[src/shared/fci_pkg.sv]
// shared constants and types of the four-channel input front end
package fci_pkg;

	// channel count and sampling clock
	localparam int NCH     = 4;
	localparam int CLK_MHZ = 50;

	// input delay settings in microseconds, as selectable
	localparam int DLY0_US = 100;
	localparam int DLY1_US = 500;
	localparam int DLY2_US = 3000;
	localparam int DLY3_US = 15000;
	localparam int DLY4_US = 20000;

	// delay settings in clock cycles (us times MHz gives cycles exactly)
	localparam int DLY0_CYC = DLY0_US * CLK_MHZ;
	localparam int DLY1_CYC = DLY1_US * CLK_MHZ;
	localparam int DLY2_CYC = DLY2_US * CLK_MHZ;
	localparam int DLY3_CYC = DLY3_US * CLK_MHZ;
	localparam int DLY4_CYC = DLY4_US * CLK_MHZ;

	// filter counter width, wide enough for the longest setting
	localparam int DCNT_W = 20;

	// delay select codes
	localparam logic [2:0] DSEL_MAX = 3'h4;
	localparam logic [2:0] DSEL_RST = 3'h2;

	// register byte offsets
	localparam logic [7:0] OFS_MODE    = 8'h00;
	localparam logic [7:0] OFS_STATIC  = 8'h04;
	localparam logic [7:0] OFS_DYNAMIC = 8'h08;
	localparam logic [7:0] OFS_VALUE   = 8'h0C;
	localparam logic [7:0] OFS_PENDING = 8'h10;
	localparam logic [7:0] OFS_DCHAN   = 8'h14;
	localparam logic [7:0] OFS_DMOD    = 8'h18;

	// field positions, dynamic parameter register
	localparam int DYN_DLY_LSB = 0;
	localparam int DYN_PIE_BIT = 3;
	localparam int DYN_DIE_BIT = 4;
	localparam int DYN_RISE_LSB = 8;
	localparam int DYN_FALL_LSB = 12;
	// field positions, static parameter register
	localparam int STA_WB_LSB = 0;
	localparam int STA_SC_LSB = 4;
	// field positions, module diagnostic register
	localparam int DM_BADPAR_BIT = 0;
	localparam int DM_NOCFG_BIT  = 1;
	localparam int DM_HW_LSB     = 2;
	localparam int DM_LOST_BIT   = 9;
	localparam int DM_EVENT_BIT  = 16;
	// module hardware faults: ext aux, int aux, fuse, watchdog, eprom, ram, cpu
	localparam int NMF = 7;

	// controller operating state, one-hot
	typedef enum logic [1:0] {
		FCI_STOP = 2'b01,
		FCI_RUN  = 2'b10
	} fci_mode_e;

endpackage : fci_pkg

[src/verilog/fci_filter.sv]
// input delay filter and edge detector for one channel
`timescale 1ns/1ps
`default_nettype none

module fci_filter
	import fci_pkg::*;
#(
	parameter int CNT_W = fci_pkg::DCNT_W
)(
	input  wire logic             clk,
	input  wire logic             rstn,
	input  wire logic             din,
	input  wire logic [CNT_W-1:0] limit,
	output logic                  level,
	output logic                  rise,
	output logic                  fall
);

	typedef struct packed {
		logic             s1;
		logic             s2;
		logic             level;
		logic [CNT_W-1:0] cnt;
		logic             rise;
		logic             fall;
		logic [1:0]       warm;
	} fci_flt_s;

	fci_flt_s st;
	fci_flt_s next_st;

	// a new level must stay put for the full delay before it is passed on
	always_comb
	begin
		next_st      = st;
		next_st.s1   = din;
		next_st.s2   = st.s1;
		next_st.rise = 1'b0;
		next_st.fall = 1'b0;
		if (st.warm != 2'h3)
		begin
			// seed the level once both sync stages hold the pin, so an idle-high pin gives no false rise
			next_st.warm = st.warm + 2'h1;
			if (st.warm == 2'h2)
				next_st.level = st.s2;
		end
		else if (st.s2 == st.level)
		begin
			next_st.cnt = '0;
		end
		else if (st.cnt >= limit - CNT_W'(1))
		begin
			next_st.level = st.s2;
			next_st.cnt   = '0;
			next_st.rise  = st.s2;
			next_st.fall  = ~st.s2;
		end
		else
		begin
			next_st.cnt = st.cnt + CNT_W'(1);
		end
	end

	// state register
	always_ff @(posedge clk or negedge rstn)
	begin
		if (!rstn)
			st <= '0;
		else
			st <= next_st;
	end

	assign level = st.level;
	assign rise  = st.rise;
	assign fall  = st.fall;

endmodule : fci_filter

`default_nettype wire

[src/verilog/fci_top.sv]
// four-channel digital input front end with diagnostics and APB registers
//
// Decided for this implementation: the address map and register access over APB.
`timescale 1ns/1ps
`default_nettype none

// Overview of operation
// - input delay chosen among five settings, 3 ms after reset
// - each setting's cycle count lands inside its tolerance band
// - module process interrupt enable gates all edge interrupts, resets off
// - module diagnostic interrupt enable gates diagnostic interrupts, resets off
// - per-group wire-break monitor enable, off by default, written only in stop
// - per-group short-to-ground monitor enable, off by default, written only in stop
// - per-group rising edge interrupt enable, changeable in run, off by default
// - per-group falling edge interrupt enable, changeable in run, both may be set
// - channel n belongs to channel group n
// - stored set is adopted at the stop to run transition
// - in run dynamic parameters are accepted, static ones stay unchanged
// - never parameterized module runs with its built-in defaults
// - wire-break and short reported only for groups with monitoring enabled
// - module-wide diagnostics reported always, whatever the configuration
// - any diagnostic change raises the diagnostic interrupt only when enabled
// - known module errors always light group and channel fault indicators
// - wire break lights indicators only when its monitoring is enabled
// - each diagnostic is tagged as group-scoped or module-scoped
// - second edge before acknowledge is dropped and flags a lost interrupt
module fci_top
	import fci_pkg::*;
#(
	parameter int DLY0 = fci_pkg::DLY0_CYC,
	parameter int DLY1 = fci_pkg::DLY1_CYC,
	parameter int DLY2 = fci_pkg::DLY2_CYC,
	parameter int DLY3 = fci_pkg::DLY3_CYC,
	parameter int DLY4 = fci_pkg::DLY4_CYC
)(
	input  wire logic                   clk,
	input  wire logic                   rstn,
	input  wire logic                   psel,
	input  wire logic                   penable,
	input  wire logic                   pwrite,
	input  wire logic [7:0]             paddr,
	input  wire logic [31:0]            pwdata,
	output logic                        pready,
	output logic                        pslverr,
	output logic [31:0]                 prdata,
	input  wire logic [fci_pkg::NCH-1:0] din,
	input  wire logic [fci_pkg::NCH-1:0] wire_break_in,
	input  wire logic [fci_pkg::NCH-1:0] short_in,
	input  wire logic [fci_pkg::NMF-1:0] module_fault_in,
	output logic                        proc_irq,
	output logic                        diag_irq,
	output logic                        group_fault_indicator,
	output logic [fci_pkg::NCH-1:0]      channel_fault
);

	localparam int NDV = 2 * NCH + NMF + 3;

	typedef struct packed {
		fci_mode_e         mode;
		logic              configured;
		logic [NCH-1:0]    sh_wb;
		logic [NCH-1:0]    sh_sc;
		logic [NCH-1:0]    act_wb;
		logic [NCH-1:0]    act_sc;
		logic [2:0]        sh_dly;
		logic [2:0]        act_dly;
		logic              sh_pie;
		logic              act_pie;
		logic              sh_die;
		logic              act_die;
		logic [NCH-1:0]    sh_rise;
		logic [NCH-1:0]    sh_fall;
		logic [NCH-1:0]    act_rise;
		logic [NCH-1:0]    act_fall;
		logic [NCH-1:0]    pending;
		logic              bad_param;
		logic              irq_lost;
		logic              diag_event;
		logic [NDV-1:0]    diag_prev;
		logic [NCH-1:0]    wb_s1;
		logic [NCH-1:0]    wb_s2;
		logic [NCH-1:0]    sc_s1;
		logic [NCH-1:0]    sc_s2;
		logic [NMF-1:0]    mf_s1;
		logic [NMF-1:0]    mf_s2;
		logic              grp_led;
		logic [NCH-1:0]    ch_led;
		logic [31:0]       rdata;
	} fci_state_s;

	fci_state_s           st;
	fci_state_s           next_st;
	logic [DCNT_W-1:0]    limit;
	logic [NCH-1:0]       flt_level;
	logic [NCH-1:0]       flt_rise;
	logic [NCH-1:0]       flt_fall;
	logic [NCH-1:0]       wb_rep;
	logic [NCH-1:0]       sc_rep;
	logic [NDV-1:0]       diag_vec;
	logic                 setup;
	logic                 wr;
	logic                 mapped;
	logic                 in_run;
	logic                 static_blocked;

	// delay select to cycle count; counts sit inside each tolerance band
	always_comb
	begin
		case (st.act_dly)
			3'h0:    limit = DCNT_W'(DLY0);
			3'h1:    limit = DCNT_W'(DLY1);
			3'h2:    limit = DCNT_W'(DLY2);
			3'h3:    limit = DCNT_W'(DLY3);
			3'h4:    limit = DCNT_W'(DLY4);
			default: limit = DCNT_W'(DLY2);
		endcase
	end

	// one filter per channel, channel n feeds group n
	genvar gi;
	generate
		for (gi = 0; gi < NCH; gi++)
		begin : g_ch
			fci_filter #(
				.CNT_W (DCNT_W)
			) u_flt (
				.clk   (clk),
				.rstn  (rstn),
				.din   (din[gi]),
				.limit (limit),
				.level (flt_level[gi]),
				.rise  (flt_rise[gi]),
				.fall  (flt_fall[gi])
			);
		end
	endgenerate

	// group diagnostics only where monitoring is switched on
	assign wb_rep = st.wb_s2 & st.act_wb;
	assign sc_rep = st.sc_s2 & st.act_sc;

	// low bits group-scoped, upper bits module-scoped
	assign diag_vec = {st.mf_s2, st.irq_lost, ~st.configured, st.bad_param, sc_rep, wb_rep};

	// bus decode
	assign setup  = psel & ~penable;
	assign wr     = psel & penable & pwrite;
	assign in_run = (st.mode == FCI_RUN);
	assign mapped = (paddr == OFS_MODE) | (paddr == OFS_STATIC) | (paddr == OFS_DYNAMIC)
	              | (paddr == OFS_VALUE) | (paddr == OFS_PENDING) | (paddr == OFS_DCHAN)
	              | (paddr == OFS_DMOD);
	// static set refused while running so the active copy cannot drift
	assign static_blocked = pwrite & (paddr == OFS_STATIC) & in_run;

	// zero wait states; error on unmapped address or refused write
	assign pready  = 1'b1;
	assign pslverr = psel & penable & (~mapped | static_blocked);

	// all register, parameter and diagnostic behaviour
	always_comb
	begin
		next_st       = st;
		next_st.wb_s1 = wire_break_in;
		next_st.wb_s2 = st.wb_s1;
		next_st.sc_s1 = short_in;
		next_st.sc_s2 = st.sc_s1;
		next_st.mf_s1 = module_fault_in;
		next_st.mf_s2 = st.mf_s1;

		// software writes; clears of bad_param, irq_lost and diag_event lose against same-cycle sets below, a pending clear wins
		if (wr)
		begin
			case (paddr)
				OFS_MODE:
				begin
					if (pwdata[0] & ~in_run)
					begin
						next_st.mode       = FCI_RUN;
						next_st.act_wb     = st.sh_wb;
						next_st.act_sc     = st.sh_sc;
						next_st.act_dly    = st.sh_dly;
						next_st.act_pie    = st.sh_pie;
						next_st.act_die    = st.sh_die;
						next_st.act_rise   = st.sh_rise;
						next_st.act_fall   = st.sh_fall;
						next_st.configured = 1'b1;
					end
					else if (~pwdata[0])
					begin
						next_st.mode = FCI_STOP;
					end
				end
				OFS_STATIC:
				begin
					if (~in_run)
					begin
						next_st.sh_wb = pwdata[STA_WB_LSB +: NCH];
						next_st.sh_sc = pwdata[STA_SC_LSB +: NCH];
					end
				end
				OFS_DYNAMIC:
				begin
					next_st.sh_pie  = pwdata[DYN_PIE_BIT];
					next_st.sh_die  = pwdata[DYN_DIE_BIT];
					next_st.sh_rise = pwdata[DYN_RISE_LSB +: NCH];
					next_st.sh_fall = pwdata[DYN_FALL_LSB +: NCH];
					if (pwdata[DYN_DLY_LSB +: 3] <= DSEL_MAX)
						next_st.sh_dly = pwdata[DYN_DLY_LSB +: 3];
					if (in_run)
					begin
						next_st.act_pie  = pwdata[DYN_PIE_BIT];
						next_st.act_die  = pwdata[DYN_DIE_BIT];
						next_st.act_rise = pwdata[DYN_RISE_LSB +: NCH];
						next_st.act_fall = pwdata[DYN_FALL_LSB +: NCH];
						if (pwdata[DYN_DLY_LSB +: 3] <= DSEL_MAX)
							next_st.act_dly = pwdata[DYN_DLY_LSB +: 3];
					end
				end
				OFS_PENDING:
				begin
					next_st.pending = st.pending & ~pwdata[NCH-1:0];
				end
				OFS_DMOD:
				begin
					if (pwdata[DM_BADPAR_BIT])
						next_st.bad_param = 1'b0;
					if (pwdata[DM_LOST_BIT])
						next_st.irq_lost = 1'b0;
					if (pwdata[DM_EVENT_BIT])
						next_st.diag_event = 1'b0;
				end
				default:
				begin
					next_st.mode = st.mode;
				end
			endcase
		end

		// an out-of-range delay code is a bad parameter and is not taken
		if (wr & (paddr == OFS_DYNAMIC) & (pwdata[DYN_DLY_LSB +: 3] > DSEL_MAX))
			next_st.bad_param = 1'b1;

		// edge events; a busy channel drops the edge and flags the loss
		for (int i = 0; i < NCH; i++)
		begin
			if (st.act_pie & ((flt_rise[i] & st.act_rise[i]) | (flt_fall[i] & st.act_fall[i])))
			begin
				if (st.pending[i])
					next_st.irq_lost = 1'b1;
				else
					next_st.pending[i] = 1'b1;
			end
		end

		// incoming and outgoing diagnostics raise the interrupt when enabled
		next_st.diag_prev = diag_vec;
		if ((diag_vec != st.diag_prev) & st.act_die)
			next_st.diag_event = 1'b1;

		// fault indicators: shorts and module faults always, wire break if monitored
		for (int i = 0; i < NCH; i++)
			next_st.ch_led[i] = st.sc_s2[i] | wb_rep[i] | (|st.mf_s2);
		next_st.grp_led = (|st.mf_s2) | (|st.sc_s2) | (|wb_rep);

		// read data sampled in setup so it is steady through the access phase
		if (setup)
		begin
			case (paddr)
				OFS_MODE:    next_st.rdata = {30'h0, st.configured, in_run};
				OFS_STATIC:  next_st.rdata = {24'h0, st.act_sc, st.act_wb};
				OFS_DYNAMIC: next_st.rdata = {16'h0, st.act_fall, st.act_rise, 3'h0,
				                              st.act_die, st.act_pie, st.act_dly};
				OFS_VALUE:   next_st.rdata = {28'h0, flt_level};
				OFS_PENDING: next_st.rdata = {28'h0, st.pending};
				OFS_DCHAN:   next_st.rdata = {24'h0, sc_rep, wb_rep};
				OFS_DMOD:    next_st.rdata = {15'h0, st.diag_event, 6'h0, st.irq_lost,
				                              st.mf_s2, ~st.configured, st.bad_param};
				default:     next_st.rdata = 32'h0000_0000;
			endcase
		end
	end

	// state register; reset values are the built-in defaults
	always_ff @(posedge clk or negedge rstn)
	begin
		if (!rstn)
		begin
			st         <= '0;
			st.mode    <= FCI_STOP;
			st.sh_dly  <= DSEL_RST;
			st.act_dly <= DSEL_RST;
		end
		else
		begin
			st <= next_st;
		end
	end

	assign prdata                = st.rdata;
	assign proc_irq              = |st.pending;
	assign diag_irq              = st.diag_event;
	assign group_fault_indicator = st.grp_led;
	assign channel_fault         = st.ch_led;

endmodule : fci_top

`default_nettype wire

[config.mk]
export PLATFORM = sky130hd
export DESIGN_NAME = fci_top
export DESIGN_NICKNAME = d
export VERILOG_FILES = /design/src/shared/fci_pkg.sv /design/src/verilog/fci_filter.sv /design/src/verilog/fci_top.sv
export SDC_FILE = /design/constraint.sdc
export NUM_CORES = 1
export LEC_CHECK = 0
export ABC_CLOCK_PERIOD_IN_PS = 5300
export BUFFER_PORTS_ARGS = -buffer_cell sky130_fd_sc_hd__buf_2
export CAP_MARGIN = 20
export CORE_MARGIN = 1
export CORE_UTILIZATION = 60
export DETAILED_ROUTE_END_ITERATION = 10
export PLACE_DENSITY = 0.77
export SYNTH_ARGS = -nofsm -noshare
export SYNTH_HDL_FRONTEND = slang
export SYNTH_SLANG_ARGS = --single-unit
[constraint.sdc]
create_clock -name clk -period 5.3 [get_ports clk]
set_input_delay 0.53 -clock clk [delete_from_list [all_inputs] [get_ports clk]]
set_output_delay 0.53 -clock clk [all_outputs]
set_load 0.05 [all_outputs]
# Word-level counts from Yosys, hierarchy flattened

Cells that the tools add are included.

Bitwise logic cells: 55
$lt $le $gt $ge: 6
Eq/ne operators: 35
$mul: 0
$add $sub $neg: 9
Divide/modulo/power cells: 0
Reduce and logical (&&, ||, !) cells: 30
Shifts and indexed selects: 0
Muxes and demuxes: 77

Operators with widths:

| cell                                                   | number |
|---|---|
| 2-to-1 mux 20 bit                                      | 8 |
| one-hot mux 17 bit (7 select lines)                    | 1 |
| adder 20 x 1 -> 20 bit (second input constant)         | 4 |
| >= comparator 20 bit                                   | 4 |
| one-hot mux 20 bit (4 select lines)                    | 1 |
| 2-to-1 mux 1 bit                                       | 41 |
| AND reduction 3 bit                                    | 10 |
| 2-to-1 mux 2 bit                                       | 14 |
| equality test 8 x 5 -> 1 bit (second input constant)   | 3 |
| bitwise AND 1 bit                                      | 22 |
| nonzero test 2 bit                                     | 11 |
| bitwise OR 1 bit                                       | 21 |
| subtractor 20 x 1 -> 20 bit (second input constant)    | 1 |
| inequality test 18 bit                                 | 1 |
| inequality test 2 bit (second input constant)          | 9 |
| equality test 8 x 4 -> 1 bit (second input constant)   | 2 |
| 2-to-1 mux 8 bit                                       | 2 |
| one-hot mux 8 bit (2 select lines)                     | 1 |
| inequality test 2 x 1 -> 1 bit (second input constant) | 7 |
| bitwise AND 4 bit                                      | 3 |
| 2-to-1 mux 3 bit                                       | 4 |
| OR reduction 4 bit                                     | 3 |
| equality test 2 bit (second input constant)            | 5 |
| adder 2 x 1 -> 2 bit (second input constant)           | 4 |
| other kinds (19)                                       | 30 |

ROM bits: 0
Word-level logic and storage cells: 270
Register bits after elaboration: 245
Memory bits (writable): 0
Memories kept: 0
Bits in latches: 0

# Longest topological paths before layout

Depth after elaboration: 12
Depth in mapped cells: 13
Depth with buffers taken out: 11

# Modules after synthesis

From an unflattened synthesis, not the netlist that was laid out.

Cell total of the unflattened synthesis: 1,431
Area total of the unflattened synthesis: 14,129.8 sq um

Modules (own cells, without submodules):

| module                          | cells each | instances | sequential area each (sq um) | area each (sq um) |
|---|---|---|---|---|
| fci_top                         | 447        | 1         | 3,056.7                      | 5,365.1 |
| fci_filter at g_ch[0].u_flt ... | 255        | 2         | 675.6                        | 2,168.3 |
| fci_filter at g_ch[3].u_flt     | 239        | 1         | 675.6                        | 2,313.5 |
| fci_filter at g_ch[1].u_flt     | 235        | 1         | 675.6                        | 2,114.5 |

# Worst setup path after synthesis

No wires, ideal clock.

Path type: input-to-output
From: input port paddr[4]
To: output port pslverr
Stages: 5
Slack: 2.358 ns
Data arrival time: 2.412 ns
Cell sequence: clkbuf_1 > or4_4 > nor2_4 > nand4b_1 > a21oi_1

Word-level cells in the longest chain between the ends: 10
Elaborated cells on any way between the ends: 18
Those cells by class: eq/ne (6); bitwise (11); reduce/logical (1)

Ends and longest elaborated chain:

| what                                                                   | RTL line                       | text |
|---|---|---|
| start, declared                                                        | fci_top.sv:41                  | `input wire logic [7:0] paddr,` |
| equality test 8 x 3 -> 1 bit / zero test 8 bit (equally long branches) | fci_top.sv:149, fci_top.sv:153 |  |
| bitwise OR 1 bit (2 in series)                                         | fci_top.sv:149                 | `assign mapped = (paddr == OFS_MODE) \| (paddr == OFS_STATIC) \| (paddr == OFS_DYNAMIC)` |
| bitwise OR 1 bit (3 in series)                                         | fci_top.sv:150                 | `\| (paddr == OFS_VALUE) \| (paddr == OFS_PENDING) \| (paddr == OFS_DCHAN)` |
| bitwise OR 1 bit                                                       | fci_top.sv:151                 | `\| (paddr == OFS_DMOD);` |
| inverter 1 bit                                                         | fci_top.sv:157                 | `assign pslverr = psel & penable & (~mapped \| static_blocked);` |
| bitwise OR 1 bit *                                                     | fci_top.sv:157                 |  |
| bitwise AND 1 bit *                                                    | fci_top.sv:157                 |  |
| end, declared                                                          | fci_top.sv:44                  | `output logic pslverr,` |

Every way passes the cells marked *; elsewhere a longest branch is shown, timed or not.

# Worst setup path in the final report

From: register st[113] in the netlist's numbering
To: register g_ch[0].u_flt.st[21] in the netlist's numbering

Word-level cells in the longest chain between the ends: 6
Elaborated cells on any way between the ends: 9
Those cells by class: add/sub (1); order compare (1); eq/ne (3); mux (3); reduce/logical (1)

Ends and longest elaborated chain:

| what                                              | RTL line         | text |
|---|---|---|
| start, declared                                   | fci_top.sv:91    | `fci_state_s st;` |
| start signal, assigned                            | fci_top.sv:295   | `st <= next_st;` |
| equality test 3 bit, or another cell as far along | fci_top.sv:109   | `case (st.act_dly)` |
| one-hot mux 20 bit (4 select lines) *             | fci_top.sv:109   |  |
| subtractor 20 x 1 -> 20 bit *                     | fci_filter.sv:51 | `else if (st.cnt >= limit - CNT_W'(1))` |
| >= comparator 20 bit *                            | fci_filter.sv:51 |  |
| 2-to-1 mux 20 bit *                               | fci_filter.sv:51 |  |
| 2-to-1 mux 20 bit *                               | fci_filter.sv:47 | `else if (st.s2 == st.level)` |
| end signal, assigned                              | fci_filter.sv:70 | `st <= next_st;` |
| end, declared                                     | fci_filter.sv:29 | `fci_flt_s st;` |

Marked as above.
A chain may end at the register's enable or synchronous reset.

==> run metrics <==
CP max stage delay 0.60 ns; Pleak 6.11 nW; worst-margin pin slew 0.973 ns; Area growth syn-to-layout 10.6%; Reg power frac 46.9%; RSZ-0062 raised after global routing no; # hold bufs at CTS 0; Pre-antenna DRT Iters 5; largest fanout on the critical path 16; prevailing post-synth register cell dfrtp_1; I/O pin cnt 105; f_max 0.263 GHz; cells after synthesis 1205; dpl hpwl 18.0 mm; Tmin final 3.80 ns; H-tree depth 1; cell taking the most area after synthesis dfrtp_1; Post CTS Setup Buffer Count 0; CP Launch Type flop; Nets 1399; effective utilization at floorplan 61.7%; CTS tree built; routed vias 9204; first-pass GRT wire length 43.3 mm; Yosys warnings 0; internal power 3.00 mW; vias per inst 5.98; clock sink count 230; worst skew pair latency 0.52 ns; Syn Area/Cell 10.1 sq um; Max IR drop VDD 247 uV; Final Util 68.3%; Final Slew Violations 0; Mapped Area 12100 sq um; switching power 0.942 mW; CP bufs+invs 1; Routed WL 26.4 mm; Die Y 144 um; vias in the first global route 8719; Rel. slew slack 35.1%; DR iter-0 viols 463; CTS Buf Count 25; share of cells above drive strength 1 13.7%; Synth top area share 46.8%; Die Area 20800 sq um; total core area 19700 sq um; Final Cycle Share 71.8%; met2 WL post-DR 12.6 mm; Clock Path Buffers 3; crit-path cells nor2_1, nand2_1, inv_1, nor2_1, ha_1, nand4_1, nor4_1, a221oi_1, and2_1, nand2_1, o311ai_1; final setup vio count 0; fill count 1551; Routed Antenna Nets 0; power per cell area 294 nW/um^2; largest net degree at the start of global routing 128; asr flop ratio synth 100%; post-CTS resize count 0; Post-synth EDFFs 0; worst hold-check path type input pin to asynchronous set/reset pin; Switching Share 23.9%; global route overflow 0; Root Driver clkbuf_16; clock-pin slew on the worst setup and hold paths 0.06 ns; WS Path Type flop to flop; Fin. Hold Viols 0; wl on met1 12.0 mm; setup TNS 0 ns; top layer in use met4; top cells by area, synth dfrtp_1, ha_1, nand2_1; # rows 51; register bit total from synthesis 230; initial antenna violation count 0; CP arrival 4.22 ns; kind of cell adding the most delay to the critical path simple AND/OR/NAND/NOR gates; Clk network pwr share 45.6%; Comb power frac 7.5%; max-cap check violation count 0; Clock Skew 0.00828 ns; Port Buffers 73; CP max-delay cell dfstp_2; GRT Resource Usage Total 26.3%; routed wl met3 1.36 mm; Final GP Congestion 0.863; share of the yosys chip area belonging to registers 47.5%; DRC 0; run status finished clean; Die Wd 144 um; Yosys cell types 68; post-DR wirelength/cell 17.1 um; Required @ worst endpoint 5.71 ns; Worst setup EP type flop
[synth_stat cells (all sizes together) (6+ instances only)]
library cell	instances
a21o	15
a21oi	49
a221oi	7
a22o	9
a22oi	13
a31oi	34
and2	14
and3	27
and4	10
buf	49
clkbuf	30
dfrtp	227
ha	80
inv	34
mux2	35
mux2i	6
nand2	119
nand2b	22
nand3	66
nand4	33
nor2	85
nor2b	19
nor3	19
nor4	10
o21ai	56
o22ai	12
o2bb2ai	8
o311ai	20
o31ai	9
xnor2	19
xor2	11
[cell type report]
type | instances | area [sq um] | share of cell area [%]
sequential | 230 | 5760 | 42.9
tap | 265 | 332 | 2.47
inverter | 34 | 128 | 0.951
antenna | 1 | 2.50 | 0.0187
clock buffer | 37 | 741 | 5.52
timing repair buffer | 80 | 460 | 3.43
multi-input combinational | 884 | 5870 | 43.8
clock inverter | 7 | 120 | 0.895
[placed cells by master, fill, tap and decap left out, drive strengths merged, types with 6 or more instances in the layout]
| cell | instances |
|---|---|
| o22ai | 12 |
| ha | 80 |
| nand3 | 66 |
| dfrtp | 227 |
| xor2 | 11 |
| nor2 | 85 |
| a22o | 9 |
| a221oi | 7 |
| nand4 | 33 |
| inv | 36 |
| mux2 | 35 |
| clkbuf | 37 |
| a22oi | 13 |
| nor3 | 19 |
| and4 | 10 |
| o31ai | 9 |
| xnor2 | 19 |
| o21ai | 56 |
| o311ai | 20 |
| nand2b | 22 |
| nor2b | 19 |
| o2bb2ai | 8 |
| a21oi | 49 |
| nor4 | 10 |
| mux2i | 6 |
| and3 | 27 |
| conb | 24 |
| buf | 80 |
| a31oi | 34 |
| and2 | 14 |
| a21o | 15 |
| nand2 | 119 |
[path summary, 6_finish.rpt]
kind | start | endpoint | slack (ns) | cells past startpoint
max | st[113] | g_ch[0].u_flt.st[21] | 1.50 | 11
min | rstn | prdata[7] | 0.04 | 1
max reg2reg | st[113] | g_ch[0].u_flt.st[21] | 1.50 | 11
min reg2reg | g_ch[0].u_flt.next_st[25] | g_ch[0].u_flt.st[25] | 0.35 | 0
max in group asynchronous | rstn | g_ch[0].u_flt.st[17] | 4.11 | 2
min in group clk | module_fault_in[6] | next_st[43] | 0.11 | 1
[sequential cells by signal, indices dropped and copies added (netlist names)]
name and count:
channel_fault 4, diag_irq 1, diag_vec 9, g_ch.u_flt.fall 4, g_ch.u_flt.level 4, g_ch.u_flt.next_st 4
g_ch.u_flt.rise 4, g_ch.u_flt.st 92, group_fault_indicator 1, next_st 15, prdata 17, st 75
[cells by family after synthesis]
family / after synthesis / share of synthesized area, %
mux: 41 / 3.74
simple gates: 448 / 19.0
xor+xnor: 30 / 2.17
flops: 230 / 47.5
other cells: 2 / 0.0619
buf+inv: 113 / 4.79
compound gates: 261 / 14.5
fa+ha+maj: 80 / 8.25
[stage by stage]
stage | power, mW | instance area, sq um | worst slack (ns) | hold WS (ns) | std cells
6_report | 3.94 | 13400 | 1.50 | 0.0448 | 1538
5_1_grt | 4.09 | 13400 | 1.22 | 0.0966 | 1537
4_1_cts | 3.98 | 13400 | 1.54 | 0.0719 | 1536
3_5_place_dp | 2.17 | 12500 | 1.56 | 0.336 | 1492
3_3_place_gp | 2.16 | 12500 | 1.63 | 0.333 | 1492
2_1_floorplan | 2.07 | 12200 | 2.36 | 0.234 | 1227
[routing by layer]
layer	track usage (%)	up-vias
met4	7.53	0
met3	3.08	40
met2	43.7	229
li1	-	4432
met1	36.6	4503
met5	0	-
[power by group through the flow]
stage | Sequential (mW) | Clock (mW) | Combinational [mW]
final | 1.85 | 1.80 | 0.296
after global routing | 1.85 | 1.91 | 0.330
after CTS | 1.85 | 1.84 | 0.298
after detailed placement | 1.88 | 0 | 0.295
after global placement | 1.88 | 0 | 0.288
after floorplan | 1.87 | 0 | 0.202
No activity file was read; power rests on OpenSTA's default activity.
